$ cat src/common/gauge_cfg.svh
`ifndef GAUGE_CFG_SVH
`define GAUGE_CFG_SVH

// ----------------------------------------------------------------
// Clock and timing
// ----------------------------------------------------------------
`define CLK_FREQ_HZ 25000000
`define STEP_HOLD_TIME_MS 2000
`define DEGAS_TIME_S 120
`define BLINK_HALF_TIME_MS 250
// Step must stand longer than the hold time, so one cycle is added
`define STEP_HOLD_CYCLES \
    ((64'd`STEP_HOLD_TIME_MS * 64'd`CLK_FREQ_HZ) / 64'd1000 + 64'd1)
`define DEGAS_CYCLES (64'd`DEGAS_TIME_S * 64'd`CLK_FREQ_HZ)
`define BLINK_HALF_CYCLES \
    ((64'd`BLINK_HALF_TIME_MS * 64'd`CLK_FREQ_HZ) / 64'd1000)

// ----------------------------------------------------------------
// Register byte offsets
// ----------------------------------------------------------------
`define REG_CTRL_OFS 5'h00
`define REG_CONFIG_OFS 5'h04
`define REG_STATUS_OFS 5'h08
`define REG_IRQ_STATUS_OFS 5'h0c
`define REG_IRQ_CLEAR_OFS 5'h10
`define REG_IRQ_ENABLE_OFS 5'h14

// ----------------------------------------------------------------
// Serial control word fields
// ----------------------------------------------------------------
`define CTRL_PIRANI_BIT 0
`define CTRL_DEGAS_BIT 1
`define CTRL_FIL_LSB 2
`define CTRL_FIL_STB_BIT 4
`define CTRL_RESET 5'h00

// ----------------------------------------------------------------
// Configuration fields
// ----------------------------------------------------------------
`define CFG_FIL_LSB 0
`define CFG_SP_INVERT_BIT 2
`define CFG_SP_ENABLE_BIT 3
`define CFG_RESET 4'h0

// ----------------------------------------------------------------
// Interrupt event bits
// ----------------------------------------------------------------
`define IRQ_ION_ENTER 0
`define IRQ_DEGAS_END 1
`define IRQ_FIL_SWAP 2
`define IRQ_STEP_REJECT 3
`define IRQ_FIL_LOST 4
`define IRQ_WIDTH 5

`endif

$ cat src/common/gauge_pkg.sv
package gauge_pkg;

    typedef enum logic [3:0] {
        ST_PIRANI_ONLY = 4'h1,
        ST_PIRANI_AUTO = 4'h2,
        ST_ION = 4'h4,
        ST_DEGAS = 4'h8
    } branch_state_t;

    typedef enum logic [1:0] {
        FIL_AUTO = 2'h0,
        FIL_ONE = 2'h1,
        FIL_TWO = 2'h2
    } fil_mode_t;

endpackage

$ cat src/design/gauge_ctrl.sv
// Function
// - Control pin changes count only while the external enable is high.
// - A control step is taken only after standing longer than two seconds.
// - Pirani-only request keeps the Pirani branch and lights red.
// - On release, auto-ranging resumes and green lights on ion switch.
// - Degas in the ion branch blinks green and ends after two minutes.
// - Degas removal or completion returns to ion measurement.
// - Automatic filament mode starts on filament 1, swaps on its fault.
// - A directly chosen filament is never swapped on failure.
// - A serial filament choice applies at the next Pirani-to-ion switch.
// - Filament modes are auto, 1 and 2; the parameter waits for power-up.
// - Serial control bits share meaning with the fieldbus control word.
// - The switching-point output has normal or inverted polarity.
// - Normal polarity asserts below threshold, inverted deasserts.
`timescale 1ns/1ps
`include "gauge_cfg.svh"

module gauge_ctrl #(
    parameter logic [31:0] HOLD_CYCLES = 32'(`STEP_HOLD_CYCLES),
    parameter logic [31:0] DEGAS_CYCLES = 32'(`DEGAS_CYCLES),
    parameter logic [31:0] BLINK_CYCLES = 32'(`BLINK_HALF_CYCLES)
) (
    // Clock and reset
    input wire logic i_clk,
    input wire logic i_rst_b,
    // External control pins
    input wire logic i_ext_enable,
    input wire logic i_ctrl_pirani,
    input wire logic i_ctrl_degas,
    // Measurement side
    input wire logic i_sensor_power,
    input wire logic i_below_switchover,
    input wire logic i_below_threshold,
    input wire logic [1:0] i_fil_fault,
    // Avalon-MM slave
    input wire logic [4:0] i_avs_address,
    input wire logic i_avs_read,
    input wire logic i_avs_write,
    input wire logic [31:0] i_avs_writedata,
    output logic [31:0] o_avs_readdata,
    output logic o_avs_waitrequest,
    // Indicators and outputs
    output logic o_status_red,
    output logic o_status_green,
    output logic o_mode_green,
    output logic o_ion_active,
    output logic o_degas_active,
    output logic [1:0] o_fil_on,
    output logic o_switch_point,
    output logic o_irq
);

    import gauge_pkg::*;

    if (DEGAS_CYCLES == 32'h0 || BLINK_CYCLES == 32'h0)
    begin : g_bad_cfg
        $error("gauge_ctrl: timing counts must be nonzero");
    end

    // ------------------------------------------------------------
    // Pin qualification
    // ------------------------------------------------------------
    logic en_meta_q;
    logic en_sync_q;
    logic [1:0] pins;
    logic [1:0] pin_level;
    logic [1:0] pin_reject;

    always_ff @(posedge i_clk or negedge i_rst_b)
    begin
        if (!i_rst_b)
        begin
            en_meta_q <= 1'b0;
            en_sync_q <= 1'b0;
        end
        else
        begin
            en_meta_q <= i_ext_enable;
            en_sync_q <= en_meta_q;
        end
    end

    assign pins = {i_ctrl_degas, i_ctrl_pirani};

    for (genvar g = 0; g < 2; g++)
    begin : g_pin
        step_qualifier #(
            .HOLD_CYCLES(HOLD_CYCLES)
        ) u_qual (
            .i_clk(i_clk),
            .i_rst_b(i_rst_b),
            .i_pin(pins[g]),
            .i_enable(en_sync_q),
            .o_level(pin_level[g]),
            .o_reject(pin_reject[g])
        );
    end

    // ------------------------------------------------------------
    // Registers
    // ------------------------------------------------------------
    logic ack_q;
    logic wr_stb;
    logic [4:0] ctrl_q;
    logic [3:0] cfg_q;
    logic [`IRQ_WIDTH-1:0] irq_status_q;
    logic [`IRQ_WIDTH-1:0] irq_enable_q;
    logic [`IRQ_WIDTH-1:0] irq_set;
    logic fil_serial_stb;
    logic [31:0] status_word;

    always_ff @(posedge i_clk or negedge i_rst_b)
    begin
        if (!i_rst_b)
            ack_q <= 1'b0;
        else
            ack_q <= (i_avs_read | i_avs_write) & ~ack_q;
    end

    assign o_avs_waitrequest = (i_avs_read | i_avs_write) & ~ack_q;
    assign wr_stb = i_avs_write & ack_q;
    assign fil_serial_stb = wr_stb && i_avs_address == `REG_CTRL_OFS
        && i_avs_writedata[`CTRL_FIL_STB_BIT];

    always_ff @(posedge i_clk or negedge i_rst_b)
    begin
        if (!i_rst_b)
        begin
            ctrl_q <= `CTRL_RESET;
            cfg_q <= `CFG_RESET;
            irq_enable_q <= '0;
        end
        else if (wr_stb)
        begin
            if (i_avs_address == `REG_CTRL_OFS)
                ctrl_q <= {1'b0, i_avs_writedata[3:0]};
            else if (i_avs_address == `REG_CONFIG_OFS)
                cfg_q <= i_avs_writedata[3:0];
            else if (i_avs_address == `REG_IRQ_ENABLE_OFS)
                irq_enable_q <= i_avs_writedata[`IRQ_WIDTH-1:0];
        end
    end

    // Set wins over a clear in the same cycle
    always_ff @(posedge i_clk or negedge i_rst_b)
    begin
        if (!i_rst_b)
            irq_status_q <= '0;
        else if (wr_stb && i_avs_address == `REG_IRQ_CLEAR_OFS)
            irq_status_q <= (irq_status_q
                & ~i_avs_writedata[`IRQ_WIDTH-1:0]) | irq_set;
        else
            irq_status_q <= irq_status_q | irq_set;
    end

    always_ff @(posedge i_clk or negedge i_rst_b)
    begin
        if (!i_rst_b)
            o_avs_readdata <= 32'h0;
        else if (i_avs_read && !ack_q)
        begin
            if (i_avs_address == `REG_CTRL_OFS)
                o_avs_readdata <= {27'h0, ctrl_q};
            else if (i_avs_address == `REG_CONFIG_OFS)
                o_avs_readdata <= {28'h0, cfg_q};
            else if (i_avs_address == `REG_STATUS_OFS)
                o_avs_readdata <= status_word;
            else if (i_avs_address == `REG_IRQ_STATUS_OFS)
                o_avs_readdata <= {27'h0, irq_status_q};
            else if (i_avs_address == `REG_IRQ_ENABLE_OFS)
                o_avs_readdata <= {27'h0, irq_enable_q};
            else
                o_avs_readdata <= 32'h0;
        end
    end

    assign o_irq = |(irq_status_q & irq_enable_q);

    // ------------------------------------------------------------
    // Effective requests
    // ------------------------------------------------------------
    logic pirani_req;
    logic degas_req;
    logic degas_req_q;
    logic degas_rise;

    assign pirani_req = pin_level[0] | ctrl_q[`CTRL_PIRANI_BIT];
    assign degas_req = pin_level[1] | ctrl_q[`CTRL_DEGAS_BIT];
    assign degas_rise = degas_req & ~degas_req_q;

    always_ff @(posedge i_clk or negedge i_rst_b)
    begin
        if (!i_rst_b)
            degas_req_q <= 1'b0;
        else
            degas_req_q <= degas_req;
    end

    // ------------------------------------------------------------
    // Branch state machine
    // ------------------------------------------------------------
    branch_state_t state_q;
    logic [31:0] degas_cnt_q;
    logic degas_done;
    logic ion_enter;

    assign degas_done = (state_q == ST_DEGAS)
        && (degas_cnt_q + 32'h1 >= DEGAS_CYCLES);
    assign ion_enter = (state_q == ST_PIRANI_AUTO) && !pirani_req
        && i_below_switchover && i_sensor_power;

    always_ff @(posedge i_clk or negedge i_rst_b)
    begin
        if (!i_rst_b)
            state_q <= ST_PIRANI_AUTO;
        else if (pirani_req)
            state_q <= ST_PIRANI_ONLY;
        else
        begin
            case (state_q)
                ST_PIRANI_ONLY:
                    state_q <= ST_PIRANI_AUTO;
                ST_PIRANI_AUTO:
                    if (ion_enter)
                        state_q <= ST_ION;
                ST_ION:
                    if (!i_below_switchover || !i_sensor_power)
                        state_q <= ST_PIRANI_AUTO;
                    else if (degas_rise)
                        state_q <= ST_DEGAS;
                ST_DEGAS:
                    if (!i_below_switchover || !i_sensor_power)
                        state_q <= ST_PIRANI_AUTO;
                    else if (!degas_req || degas_done)
                        state_q <= ST_ION;
                default:
                    state_q <= ST_PIRANI_AUTO;
            endcase
        end
    end

    always_ff @(posedge i_clk or negedge i_rst_b)
    begin
        if (!i_rst_b)
            degas_cnt_q <= 32'h0;
        else if (state_q == ST_DEGAS)
            degas_cnt_q <= degas_cnt_q + 32'h1;
        else
            degas_cnt_q <= 32'h0;
    end

    // Blink enable divider for the mode indicator
    logic [31:0] blink_cnt_q;
    logic blink_q;

    always_ff @(posedge i_clk or negedge i_rst_b)
    begin
        if (!i_rst_b)
        begin
            blink_cnt_q <= 32'h0;
            blink_q <= 1'b0;
        end
        else if (state_q != ST_DEGAS)
        begin
            blink_cnt_q <= 32'h0;
            blink_q <= 1'b1;
        end
        else if (blink_cnt_q + 32'h1 >= BLINK_CYCLES)
        begin
            blink_cnt_q <= 32'h0;
            blink_q <= ~blink_q;
        end
        else
            blink_cnt_q <= blink_cnt_q + 32'h1;
    end

    // ------------------------------------------------------------
    // Filament selection
    // ------------------------------------------------------------
    fil_mode_t fil_mode_q;
    fil_mode_t fil_pend_q;
    logic fil_pend_vld_q;
    logic pwr_q;
    logic booted_q;
    logic fil_two_q;
    logic fil_dead_q;
    logic ion_on;
    logic sel_fault;
    logic fil_swap;
    logic fil_lost;
    logic use_two;

    assign ion_on = (state_q == ST_ION) || (state_q == ST_DEGAS);
    assign use_two = fil_two_q || fil_mode_q == FIL_TWO;
    assign sel_fault = use_two ? i_fil_fault[1] : i_fil_fault[0];
    assign fil_swap = ion_on && fil_mode_q == FIL_AUTO && !fil_two_q
        && i_fil_fault[0] && !fil_dead_q;
    assign fil_lost = ion_on && !fil_dead_q && sel_fault && !fil_swap;

    always_ff @(posedge i_clk or negedge i_rst_b)
    begin
        if (!i_rst_b)
        begin
            pwr_q <= 1'b0;
            booted_q <= 1'b0;
        end
        else
        begin
            pwr_q <= i_sensor_power;
            booted_q <= 1'b1;
        end
    end

    always_ff @(posedge i_clk or negedge i_rst_b)
    begin
        if (!i_rst_b)
        begin
            fil_pend_q <= FIL_AUTO;
            fil_pend_vld_q <= 1'b0;
        end
        else if (fil_serial_stb)
        begin
            fil_pend_q <= fil_mode_t'(i_avs_writedata[3:2]);
            fil_pend_vld_q <= 1'b1;
        end
        else if (ion_enter)
            fil_pend_vld_q <= 1'b0;
    end

    always_ff @(posedge i_clk or negedge i_rst_b)
    begin
        if (!i_rst_b)
            fil_mode_q <= FIL_AUTO;
        else if (!booted_q || (i_sensor_power && !pwr_q))
            fil_mode_q <= fil_mode_t'(cfg_q[1:0]);
        else if (ion_enter && fil_pend_vld_q
            && fil_pend_q != fil_mode_t'(2'h3))
            fil_mode_q <= fil_pend_q;
        else if (state_q == ST_PIRANI_ONLY && !pirani_req)
            fil_mode_q <= FIL_AUTO;
    end

    always_ff @(posedge i_clk or negedge i_rst_b)
    begin
        if (!i_rst_b)
        begin
            fil_two_q <= 1'b0;
            fil_dead_q <= 1'b0;
        end
        else if (!ion_on)
        begin
            fil_two_q <= 1'b0;
            fil_dead_q <= 1'b0;
        end
        else if (fil_swap)
            fil_two_q <= 1'b1;
        else if (fil_lost)
            fil_dead_q <= 1'b1;
    end

    // ------------------------------------------------------------
    // Events and outputs
    // ------------------------------------------------------------
    always_comb
    begin
        irq_set = '0;
        irq_set[`IRQ_ION_ENTER] = ion_enter;
        irq_set[`IRQ_DEGAS_END] = degas_done;
        irq_set[`IRQ_FIL_SWAP] = fil_swap;
        irq_set[`IRQ_STEP_REJECT] = |pin_reject;
        irq_set[`IRQ_FIL_LOST] = fil_lost;
    end

    assign status_word = {21'h0, fil_dead_q, use_two, fil_mode_q,
        pin_level, en_sync_q, state_q};

    always_ff @(posedge i_clk or negedge i_rst_b)
    begin
        if (!i_rst_b)
        begin
            o_status_red <= 1'b0;
            o_status_green <= 1'b0;
            o_mode_green <= 1'b0;
            o_ion_active <= 1'b0;
            o_degas_active <= 1'b0;
            o_fil_on <= 2'h0;
            o_switch_point <= 1'b0;
        end
        else
        begin
            o_status_red <= (state_q == ST_PIRANI_ONLY);
            o_status_green <= ion_on;
            o_mode_green <= (state_q == ST_DEGAS) & blink_q;
            o_ion_active <= ion_on;
            o_degas_active <= (state_q == ST_DEGAS);
            o_fil_on <= (ion_on && !fil_dead_q)
                ? (use_two ? 2'h2 : 2'h1) : 2'h0;
            o_switch_point <= cfg_q[`CFG_SP_ENABLE_BIT]
                & (i_below_threshold
                ^ cfg_q[`CFG_SP_INVERT_BIT]);
        end
    end

endmodule // gauge_ctrl

$ cat src/design/step_qualifier.sv
`timescale 1ns/1ps
`include "gauge_cfg.svh"

module step_qualifier #(
    parameter logic [31:0] HOLD_CYCLES = 32'(`STEP_HOLD_CYCLES)
) (
    // Clock and reset
    input wire logic i_clk,
    input wire logic i_rst_b,
    // Pin and enable
    input wire logic i_pin,
    input wire logic i_enable,
    // Accepted level and rejected step
    output logic o_level,
    output logic o_reject
);

    logic meta_q;
    logic sync_q;
    logic [31:0] cnt_q;

    if (HOLD_CYCLES == 32'h0)
    begin : g_bad_hold
        $error("step_qualifier: HOLD_CYCLES must be nonzero");
    end

    always_ff @(posedge i_clk or negedge i_rst_b)
    begin
        if (!i_rst_b)
        begin
            meta_q <= 1'b0;
            sync_q <= 1'b0;
        end
        else
        begin
            meta_q <= i_pin;
            sync_q <= meta_q;
        end
    end

    // ------------------------------------------------------------
    // Hold-time measurement
    // ------------------------------------------------------------
    always_ff @(posedge i_clk or negedge i_rst_b)
    begin
        if (!i_rst_b)
        begin
            cnt_q <= 32'h0;
            o_level <= 1'b0;
            o_reject <= 1'b0;
        end
        else
        begin
            o_reject <= 1'b0;
            if (!i_enable)
            begin
                cnt_q <= 32'h0;
            end
            else if (sync_q != o_level)
            begin
                if (cnt_q + 32'h1 >= HOLD_CYCLES)
                begin
                    o_level <= sync_q;
                    cnt_q <= 32'h0;
                end
                else
                begin
                    cnt_q <= cnt_q + 32'h1;
                end
            end
            else
            begin
                o_reject <= (cnt_q != 32'h0);
                cnt_q <= 32'h0;
            end
        end
    end

endmodule // step_qualifier

$ cat config.mk
export PLATFORM = sky130hd
export DESIGN_NAME = gauge_ctrl
export DESIGN_NICKNAME = d
export VERILOG_FILES = /design/src/common/gauge_pkg.sv /design/src/design/gauge_ctrl.sv /design/src/design/step_qualifier.sv
export VERILOG_INCLUDE_DIRS = /design/src /design/src/common
export SDC_FILE = /design/constraint.sdc
export NUM_CORES = 1
export LEC_CHECK = 0
export BUFFER_PORTS_ARGS = -buffer_cell sky130_fd_sc_hd__buf_2
export CAP_MARGIN = 20
export CORE_MARGIN = 4
export CORE_UTILIZATION = 50
export CTS_CLUSTER_SIZE = 24
export DETAILED_ROUTE_END_ITERATION = 10
export PLACE_DENSITY = 0.69
export SETUP_SLACK_MARGIN = 0.2
export SYNTH_ARGS = -nofsm -noshare
export SYNTH_HDL_FRONTEND = slang
export SYNTH_SLANG_ARGS = --single-unit
$ cat constraint.sdc
create_clock -name i_clk -period 7.7 [get_ports i_clk]
set_input_delay 1.54 -clock i_clk [delete_from_list [all_inputs] [get_ports i_clk]]
set_output_delay 1.54 -clock i_clk [all_outputs]
set_load 0.05 [all_outputs]
==> impl_results.md, run 1 <==
- Layout cell share with drive strength beyond 1: 10.5%
- Post-CTS repair timing setup buffer count: 0
- Initial antenna violation count: 0
- Final estimated routing congestion in global placement: between 0.8 and 0.9
- Max-Slew Margin vs Limit: between 30% and 40%
- Drt total wl: ~21000 um
- Number of remaining DRC errors: 0
- Height of the die: 152 um
- Overall Global Routing Usage: a little under a fifth
- Root Buffer Master: sky130_fd_sc_hd__clkbuf_16
- Post-synth EDFFs: 0
- Clock network power share: ~42%
- Area of the core: 20300 sq um
- Commonest non-fill, non-tap cell in the layout: sky130_fd_sc_hd__dfrtp_1
- Worst IR drop on VDD: 0.135 mV
- Initial core utilization: approximately half
- Most used cells in the layout excluding fill and tap cells: 189 x sky130_fd_sc_hd__dfrtp_1, 156 x sky130_fd_sc_hd__nor2_1, 93 x sky130_fd_sc_hd__nand2_1
- CTS HTree Levels: 4
- Vias in the first global route: between 7000 and 8000
- Pin count of the biggest net entering global routing: around 120
- Clock tree skew after final layout: around 0.011 ns
- Average via count per standard cell: between 5 and 6
- Total overflow reported by the global router: 0
- Setup repair after global routing missed its margin: no
- I/O pin total: 91
- Highest routing layer actually used: met4
- Internal power summed over all cells: 1.59 mW
- Switching fraction of total power: roughly 25%
- CTS clock-pin slew for the worst setup and hold paths: 0.07 ns
- Sequential-to-total area share from yosys stat: a little under half
- Setup CP Type: input pin to primary output
- Mean routed wirelength per cell: 14.8 um
- Fin Setup TNS: 0 ns
- Combinational Power Share: ~7%
- Proportion of synthesized flip-flops having asynchronous set or reset: 100%
- Switching Power: roughly 0.54 mW
- Number of buffers and inverters on the critical path: 2
- TritonCTS clock tree: done
- PostCTS Resize Cnt: 0
- Slew Limit Fails: 0
- Count of yosys warnings during synthesis: 0
- Static leakage: between 4 and 5 nW
- Highest fanout seen on the critical path: 5
- Number of distinct standard cells referenced by the synthesized netlist: 83
- Minimum setup slack among reg-to-reg paths: a little over 4 ns
- Sort of element at the start of the critical path: input pin
- Number of hold violations in the final report: 0
- Netlist area before placement: about 10000 sq um
- Final Util: between 50% and 60%
- Number of antenna repair diodes: 0
- Sequential share of power: roughly half
- Total Nets Final: 1179
- Routed vias: ~7900
- Min cycle time layout: 3.65 ns
- Detail Route met3 WL: approximately 900 um
- Post-synthesis sequential element count: 190
- Stage delay of the slowest cell on the critical path: around 0.28 ns
- Power Density: 188 nW/um^2
- Number of placed instances, taps included: approximately 1400
- Average instance area after synthesis: about 9.5 sq um
- Detailed-route wire length on metal 1: 10100 um
- Final period util: between 40% and 50%
- Number of buffer cells added on primary ports: 42
- Total of hold buffers inserted after clock tree synthesis: 0
- Sink count of the clock tree: 190
- Placement row count: between 50 and 60
- Total power after layout: around 2.1 mW
- Final setup fails: 0
- First-pass GRT wire length: ~35000 um
- Gate count after technology mapping: approximately 1100
- Number of iterations in the first detailed-routing pass: 4
- MaxCap Viol Count: 0
- Tightest Hold Check Type: flop to flop
- Critical path, cell by cell: buf_2 > nor2_1 > nor2_1 > buf_2
- Remaining number of nets flagged by the antenna check after routing: 0
- Floorplan die area: between 20000 and 25000 sq um
- HPWL after detailed placement: 14300 um
- Cell family with most CP delay: buffers and inverters
- Clock buffers created by TritonCTS: 17
- Number of DRC markers after the initial detailed-route iteration: roughly 500
- Slew at the pin closest to its max-slew limit: ~1.0 ns
- CP Data Arrival Time: between 2 and 2.5 ns
- Synth Flop Type: sky130_fd_sc_hd__dfrtp_1
- Highest-delay cell along the critical path: sky130_fd_sc_hd__buf_2
- Result of the run: complete, no violations
- Number of buffers on the longest clock path: 2
- Category of the worst setup path capture point: primary output
- Detailed route wirelength on metal2: around 9500 um
- Relative area change from synthesis to final layout: 9.17%
- Number of standard cells in the layout, taps in and fillers out: between 1000 and 1500
- Horizontal die dimension: about 150 um
- Least setup slack across all paths after layout: ~4.1 ns
- Required time of the critical path: just over 6 ns
- Clock latency of the later-clocked register in the worst-skew pair: about 0.43 ns
- Highest clock rate: about 270 MHz
- Post-place setup slack: 4.05 ns
[worst register-to-register path, stage by stage, from the launching register on]
cell	delay, ns
sky130_fd_sc_hd__dfrtp_1	0.52
sky130_fd_sc_hd__and4_1	0.43
sky130_fd_sc_hd__nand4_1	0.24
sky130_fd_sc_hd__nor4_4	0.50
sky130_fd_sc_hd__xnor2_1	0.15
sky130_fd_sc_hd__nor4_1	0.44
sky130_fd_sc_hd__inv_1	0.13
sky130_fd_sc_hd__o21ai_2	0.82
sky130_fd_sc_hd__o21ba_2	0.26
[metrics by stage]
step           cell area [sq um]  hold WS (ns)
2_1_floorplan              10500         0.331
3_3_place_gp               10700         0.332
3_5_place_dp               10700         0.336
4_1_cts                    11300         0.352
5_1_grt                    11300         0.364
6_report                   11300         0.349
[Yosys cell counts, types with 4 or more instances]
cell type / count / area share (%)
sky130_fd_sc_hd__nor4_1: 29 / 1.8
sky130_fd_sc_hd__a21o_1: 7 / 0.51
sky130_fd_sc_hd__ha_1: 7 / 0.85
sky130_fd_sc_hd__and4_1: 16 / 1.4
sky130_fd_sc_hd__o21ai_0: 29 / 1.4
sky130_fd_sc_hd__xor2_1: 60 / 5.1
sky130_fd_sc_hd__a22o_1: 9 / 0.76
sky130_fd_sc_hd__nor4b_1: 7 / 0.59
sky130_fd_sc_hd__or3_1: 6 / 0.36
sky130_fd_sc_hd__inv_1: 23 / 0.84
sky130_fd_sc_hd__buf_2: 11 / 0.53
sky130_fd_sc_hd__nor3_1: 26 / 1.3
sky130_fd_sc_hd__nand2_1: 93 / 3.4
sky130_fd_sc_hd__o31a_1: 4 / 0.34
sky130_fd_sc_hd__o31ai_1: 4 / 0.29
sky130_fd_sc_hd__o211ai_1: 4 / 0.29
sky130_fd_sc_hd__clkbuf_1: 35 / 1.3
sky130_fd_sc_hd__nand2b_1: 6 / 0.36
sky130_fd_sc_hd__dfrtp_1: 189 / 46
sky130_fd_sc_hd__a21oi_1: 18 / 0.87
sky130_fd_sc_hd__a31oi_1: 5 / 0.30
sky130_fd_sc_hd__xnor2_1: 48 / 4.1
sky130_fd_sc_hd__and3_1: 15 / 0.91
sky130_fd_sc_hd__a221oi_1: 4 / 0.34
sky130_fd_sc_hd__mux2_2: 16 / 1.7
sky130_fd_sc_hd__or2_2: 4 / 0.24
sky130_fd_sc_hd__nand3b_1: 4 / 0.29
sky130_fd_sc_hd__o21a_1: 7 / 0.51
sky130_fd_sc_hd__a211oi_1: 7 / 0.51
sky130_fd_sc_hd__mux2i_1: 11 / 1.1
sky130_fd_sc_hd__nor2b_1: 6 / 0.36
sky130_fd_sc_hd__o41a_1: 4 / 0.44
sky130_fd_sc_hd__nand4_1: 40 / 2.4
sky130_fd_sc_hd__o311a_1: 4 / 0.39
sky130_fd_sc_hd__nand3_1: 59 / 2.9
sky130_fd_sc_hd__and2_1: 19 / 1.2
sky130_fd_sc_hd__buf_4: 26 / 1.9
sky130_fd_sc_hd__nor2_1: 156 / 5.7
[logic make-up (layout without fill, tap and decap cells)]
group,Yosys count,in the layout,share of synthesized area (%)
flip-flops,190,190,46.0
other,2,43,0.0727
adder cells (fa/ha/maj),7,7,0.848
XOR/XNOR,108,108,9.15
AND/OR/NAND/NOR,510,510,25.4
multiplexers,28,28,2.92
AO/OA/AOI/OAI,149,149,10.8
buffers and inverters,98,100,4.79
[power by group through the flow]
stage	Sequential (mW)	Combinational, mW	Clock (mW)
floorplan	1.09	0.107	0
global placement	1.09	0.153	0
detailed placement	1.09	0.155	0
CTS	1.07	0.155	0.922
global route	1.08	0.171	0.970
finish	1.07	0.153	0.899
[registers in the layout, summed over array words and instances, names as in the netlist, 4 cells and up]
signal              count
ctrl_q                  4
cfg_q                   4
g_pin.u_qual.cnt_q     64
blink_cnt_q            32
irq_status_q            5
irq_enable_q            5
o_avs_readdata         11
degas_cnt_q            32
state_q                 4
[routing by layer]
| metal | track usage (%) | vias up |
|---|---|---|
| met5 | 0 | - |
| met4 | 4.90 | 0 |
| met3 | 3.06 | 25 |
| met2 | 29.4 | 178 |
| met1 | 27.2 | 3797 |
| li1 | - | 3887 |
[final cells by class]
class | instances | area, sq um
Fill cell | 1820 | 9020
Multi-Input combinational cell | 845 | 5240
Sequential cell | 190 | 4760
Clock buffer | 19 | 453
Tap cell | 270 | 338
Timing Repair Buffer | 46 | 256
Clock inverter | 12 | 149
Inverter | 23 | 86.3
[path summary, 6_finish.rpt]
kind | from | end | cells after the start
hold / removal | en_meta_q | en_sync_q | 0
setup / recovery | i_avs_write | o_avs_waitrequest | 4
hold reg to reg | en_meta_q | en_sync_q | 0
setup reg to reg | g_pin[0].u_qual.cnt_q[6] | g_pin[0].u_qual.cnt_q[20] | 8
max in group asynchronous | i_rst_b | degas_cnt_q[20] | 2
min in group asynchronous | i_rst_b | degas_cnt_q[4] | 1
Power figures use the tool's default switching activity.
==> run 2, diff against run 1 <==
--- a/config.mk
+++ b/config.mk
@@ -6,13 +6,14 @@
 export SDC_FILE = /design/constraint.sdc
 export NUM_CORES = 1
 export LEC_CHECK = 0
+export ABC_AREA = 1
 export BUFFER_PORTS_ARGS = -buffer_cell sky130_fd_sc_hd__buf_2
 export CAP_MARGIN = 20
 export CORE_MARGIN = 4
 export CORE_UTILIZATION = 50
 export CTS_CLUSTER_SIZE = 24
 export DETAILED_ROUTE_END_ITERATION = 10
-export PLACE_DENSITY = 0.69
+export PLACE_DENSITY = 0.71
 export SETUP_SLACK_MARGIN = 0.2
 export SYNTH_ARGS = -nofsm -noshare
 export SYNTH_HDL_FRONTEND = slang
==> constraint.sdc (replaced) <==
create_clock -name i_clk -period 3 [get_ports i_clk]
set_input_delay 0.6 -clock i_clk [delete_from_list [all_inputs] [get_ports i_clk]]
set_output_delay 0.6 -clock i_clk [all_outputs]
set_load 0.05 [all_outputs]
==> run 2 against run 1 <==
Against the previous run:
- final cell count rose by 34%
- core utilization rose by 1.4 points
- critical path depth rose by 10
- worst hold slack got worse by 0.17 ns
- die area rose by 6.1%
- first-iteration DRC count rose by 35%
- register-to-register slack got worse by 3.7 ns
- combinational power rose to 2.7 times the previous value
- sequential power rose to 2.6 times the previous value
- global-route usage rose by 2.7 points
- sequential share of layout area fell by 3.0 points
- critical path type is now flop to flop
==> impl_results.md, run 2 <==
- CTS clock-pin slew for the worst setup and hold paths: around 0.08 ns
- Gate count after technology mapping: approximately 1500
- Worst IR drop on VDD: between 0.2 and 0.3 mV
- Critical path, cell by cell: ha_1 > nand3_2 > nor2_4 > nand2_2 > nor2_4 > nand3_2 > nor2_4 > xor2_2 > inv_1 > nor2_1 > nand2_1 > nand3_4 > buf_8 > nor3_1
- Final period util: 85.9%
- Share of the synthesized area in compound gates (AO/OA/AOI/OAI): under 10%
- Relative area change from synthesis to final layout: 10.6%
- List of most frequent post-synthesis cells: 405 x sky130_fd_sc_hd__nand2_1, 264 x sky130_fd_sc_hd__nor2_1, 189 x sky130_fd_sc_hd__dfrtp_1, 189 x sky130_fd_sc_hd__inv_1, 74 x sky130_fd_sc_hd__nand3_1
- Highest clock rate: approximately 390 MHz
- Category of the worst setup path capture point: flop
- Setup repair after global routing missed its margin: yes
- Stage delay of the slowest cell on the critical path: around 0.45 ns
- Highest fanout seen on the critical path: 26
- Sort of element at the start of the critical path: flop
- Leading cell types by total area after synthesis: sky130_fd_sc_hd__dfrtp_1 43%, sky130_fd_sc_hd__nand2_1 14%, sky130_fd_sc_hd__nor2_1 9.0%, sky130_fd_sc_hd__inv_1 6.5%, sky130_fd_sc_hd__xor2_1 4.1%
- Static leakage: around 5.3 nW
- Horizontal die dimension: 156 um
- Result of the run: complete, no violations
- Floorplan die area: 24400 sq um
- Tightest Hold Check Type: input pin to asynchronous set/reset pin
- Proportion of synthesized flip-flops having asynchronous set or reset: 100%
- Number of buffers and inverters on the critical path: 2
- Number of buffers on the longest clock path: 2
- Cell taking the most area after synthesis: sky130_fd_sc_hd__dfrtp_1
- HPWL after detailed placement: 19500 um
- Most common cell type on the critical path: sky130_fd_sc_hd__nor2_4
- Fin Setup TNS: 0 ns
- Number of distinct standard cells referenced by the synthesized netlist: 46
- Drt total wl: about 26000 um
- Least setup slack across all paths after layout: approximately 0.42 ns
- Average via count per standard cell: between 5 and 6
- Post-synthesis adder-cell area fraction: 0.796%
- Storage element area: ~4800 sq um
- Height of the die: 156 um
- Xor and xnor fraction of the mapped netlist area: under 10%
- Commonest non-fill, non-tap cell in the layout: sky130_fd_sc_hd__nand2_1
- Clock tree skew after final layout: about 0.013 ns
- Clock buffers created by TritonCTS: 17
- CP Data Arrival Time: approximately 2.9 ns
- Max-Slew Margin vs Limit: approximately 43%
- Number of iterations in the first detailed-routing pass: 5
- Power Density: between 400 and 500 nW/um^2
- Max FFs per register: 64
- Synth Flop Type: sky130_fd_sc_hd__dfrtp_1
- Overall Global Routing Usage: between 20% and 30%
- Highest-delay cell along the critical path: sky130_fd_sc_hd__dfrtp_2
- Total Nets Final: 1643
- Mean routed wirelength per cell: about 14 um
- Post-synthesis sequential element count: 190
- Clock latency of the later-clocked register in the worst-skew pair: ~0.44 ns
- Area share of and/or/nand/nor cells after synthesis: between 30% and 40%
- Root Buffer Master: sky130_fd_sc_hd__clkbuf_16
- Total of fill cells in the finished design: 2018
- Initial core utilization: about half
- Placement row count: 53
- Slew at the pin closest to its max-slew limit: approximately 0.84 ns
- First-pass GRT wire length: ~43000 um
- Netlist area before placement: 11000 sq um
- Share of cell area taken by muxes after synthesis: 0%
- TritonCTS clock tree: done
- Cell family with most CP delay: simple AND/OR/NAND/NOR gates
- Number of remaining DRC errors: 0
- Sink count of the clock tree: 190
- Pin count of the biggest net entering global routing: around 80
- Final estimated routing congestion in global placement: ~0.92
- Total overflow reported by the global router: 0
- Remaining number of nets flagged by the antenna check after routing: 0
- MaxCap Viol Count: 0
- Vias in the first global route: between 8000 and 9000
- Min cycle time layout: approximately 2.6 ns
- Number of DRC markers after the initial detailed-route iteration: just under 700
- Post-synth EDFFs: 0
- Final setup fails: 0
- Layout cell share with drive strength beyond 1: around 9.6%
- Slew Limit Fails: 0
- Area fraction of the dominant cell type after synthesis: 43.0%
- Number of hold violations in the final report: 0
- Routed vias: between 9000 and 10000
- Most flops, register: g_pin.u_qual.cnt_q
- Number of buffer cells added on primary ports: 42
- Average instance area after synthesis: approximately 7.3 sq um
- Post-place setup slack: approximately 0.24 ns
- Combinational family with the most area after synthesis: simple AND/OR/NAND/NOR gates
- Count of yosys warnings during synthesis: 0
- Post-route design area: ~12000 sq um
- Setup CP Type: flop to flop
- Initial antenna violation count: 1
- Required time of the critical path: roughly 3.3 ns
- Largest registers ranked by flip-flop count: g_pin.u_qual.cnt_q x64, blink_cnt_q x32, degas_cnt_q x32
- CTS HTree Levels: 4
- Sequential-to-total area share from yosys stat: 43.2%
- Instance area at placement: around 12000 sq um
- Area of the core: ~21000 sq um
- I/O pin total: a little over 90
- Most frequently used cell type in the post-synthesis netlist: sky130_fd_sc_hd__nand2_1
- Most used cells in the layout excluding fill and tap cells: 405 x sky130_fd_sc_hd__nand2_1, 264 x sky130_fd_sc_hd__nor2_1, 189 x sky130_fd_sc_hd__inv_1
- Area used by multi-input combinational logic: between 5000 and 6000 sq um
-- run 2: cell types whose count changed after synthesis, moves of 15 or more --
cell                       before  now
sky130_fd_sc_hd__nand2_1       93  405
sky130_fd_sc_hd__inv_1         23  189
sky130_fd_sc_hd__nor2_1       156  264
sky130_fd_sc_hd__nor2_2         0   46
sky130_fd_sc_hd__o21ai_0       29   60
sky130_fd_sc_hd__clkbuf_1      35    5
sky130_fd_sc_hd__xnor2_1       48   21
sky130_fd_sc_hd__and2_1        19    0
sky130_fd_sc_hd__and4_1        16    0
sky130_fd_sc_hd__mux2_2        16    0
sky130_fd_sc_hd__nand3_1       59   74
-- run 2: layout make-up --
class	count	share of cell area (%)
Antenna cell	1	0.0206
Clock buffer	18	3.53
Clock inverter	14	1.12
Inverter	191	5.92
Multi-Input combinational cell	1137	45.0
Sequential cell	190	39.1
Tap cell	275	2.83
Timing Repair Buffer	50	2.46
-- run 2: metrics by stage --
stage	util (%)	hold slack (ns)	std cells	power [mW]
6_report	56.9	0.182	1876	5.36
5_1_grt	56.9	0.250	1875	5.58
4_1_cts	56.6	0.219	1874	5.40
3_5_place_dp	54.0	0.335	1842	3.19
3_3_place_gp	54.0	0.333	1842	3.18
2_1_floorplan	-	0.304	1551	3.05
-- run 2: timing repair --
action | in CTS | in global routing
endpoints found under the setup margin | 0 | 74
endpoints found under the hold margin | 0 | 0
hold buffers | 0 | 0
buffers inserted | 0 | 0
gates resized for setup | 0 | 12
-- run 2: layer usage --
metal	GRT usage [%]	vias to the layer above	share of wire [%]
met2	34.1	226	46
met3	4.15	23	5.6
met1	31.0	4394	47
met4	4.26	2	1.0
li1	-	4832	-
met5	0	-	0.051
-- run 2: final timing paths --
path / start / endpoint / slack [ns] / cells past startpoint
max in group asynchronous: i_rst_b / g_pin[1].u_qual.cnt_q[0] / 2.02 / 2
worst max register to register: g_pin[0].u_qual.cnt_q[0] / g_pin[0].u_qual.cnt_q[2] / 0.42 / 14
min in group i_clk: i_ctrl_pirani / g_pin[0].u_qual.meta_q / 0.27 / 1
worst min register to register: en_meta_q / en_sync_q / 0.35 / 0
worst min-delay path: i_rst_b / blink_cnt_q[13] / 0.18 / 1
worst max-delay path: g_pin[0].u_qual.cnt_q[0] / g_pin[0].u_qual.cnt_q[2] / 0.42 / 14
-- run 2: cells by family (layout without fill, tap and decap cells) --
| kind of cell | count (synthesis) | after routing |
|---|---|---|
| and+or+nand+nor | 908 | 909 |
| buffers and inverters | 225 | 273 |
| DFF | 190 | 190 |
| AOI/OAI and AO/OA | 105 | 105 |
| xor gates and xnor gates | 73 | 73 |
| adders and majority gates | 7 | 7 |
| other | 2 | 44 |
-- run 2: worst register-to-register path: stages (launching register included) --
cell                      delay [ns]
sky130_fd_sc_hd__dfrtp_2        0.45
sky130_fd_sc_hd__ha_1           0.23
sky130_fd_sc_hd__nand3_2        0.14
sky130_fd_sc_hd__nor2_4         0.15
sky130_fd_sc_hd__nand2_2        0.11
sky130_fd_sc_hd__nor2_4         0.13
sky130_fd_sc_hd__nand3_2        0.13
sky130_fd_sc_hd__nor2_4         0.13
sky130_fd_sc_hd__xor2_2         0.15
sky130_fd_sc_hd__inv_1          0.07
sky130_fd_sc_hd__nor2_1         0.18
sky130_fd_sc_hd__nand2_1        0.16
sky130_fd_sc_hd__nand3_4        0.09
sky130_fd_sc_hd__buf_8          0.24
sky130_fd_sc_hd__nor3_1         0.08
-- run 2: power breakdown --
part,total [mW],internal (mW),switching [mW],leakage (nW)
logic,0.416,0.0996,0.316,2.52
registers,2.73,2.65,0.0741,2.53
clock network,2.22,1.16,1.06,0.267
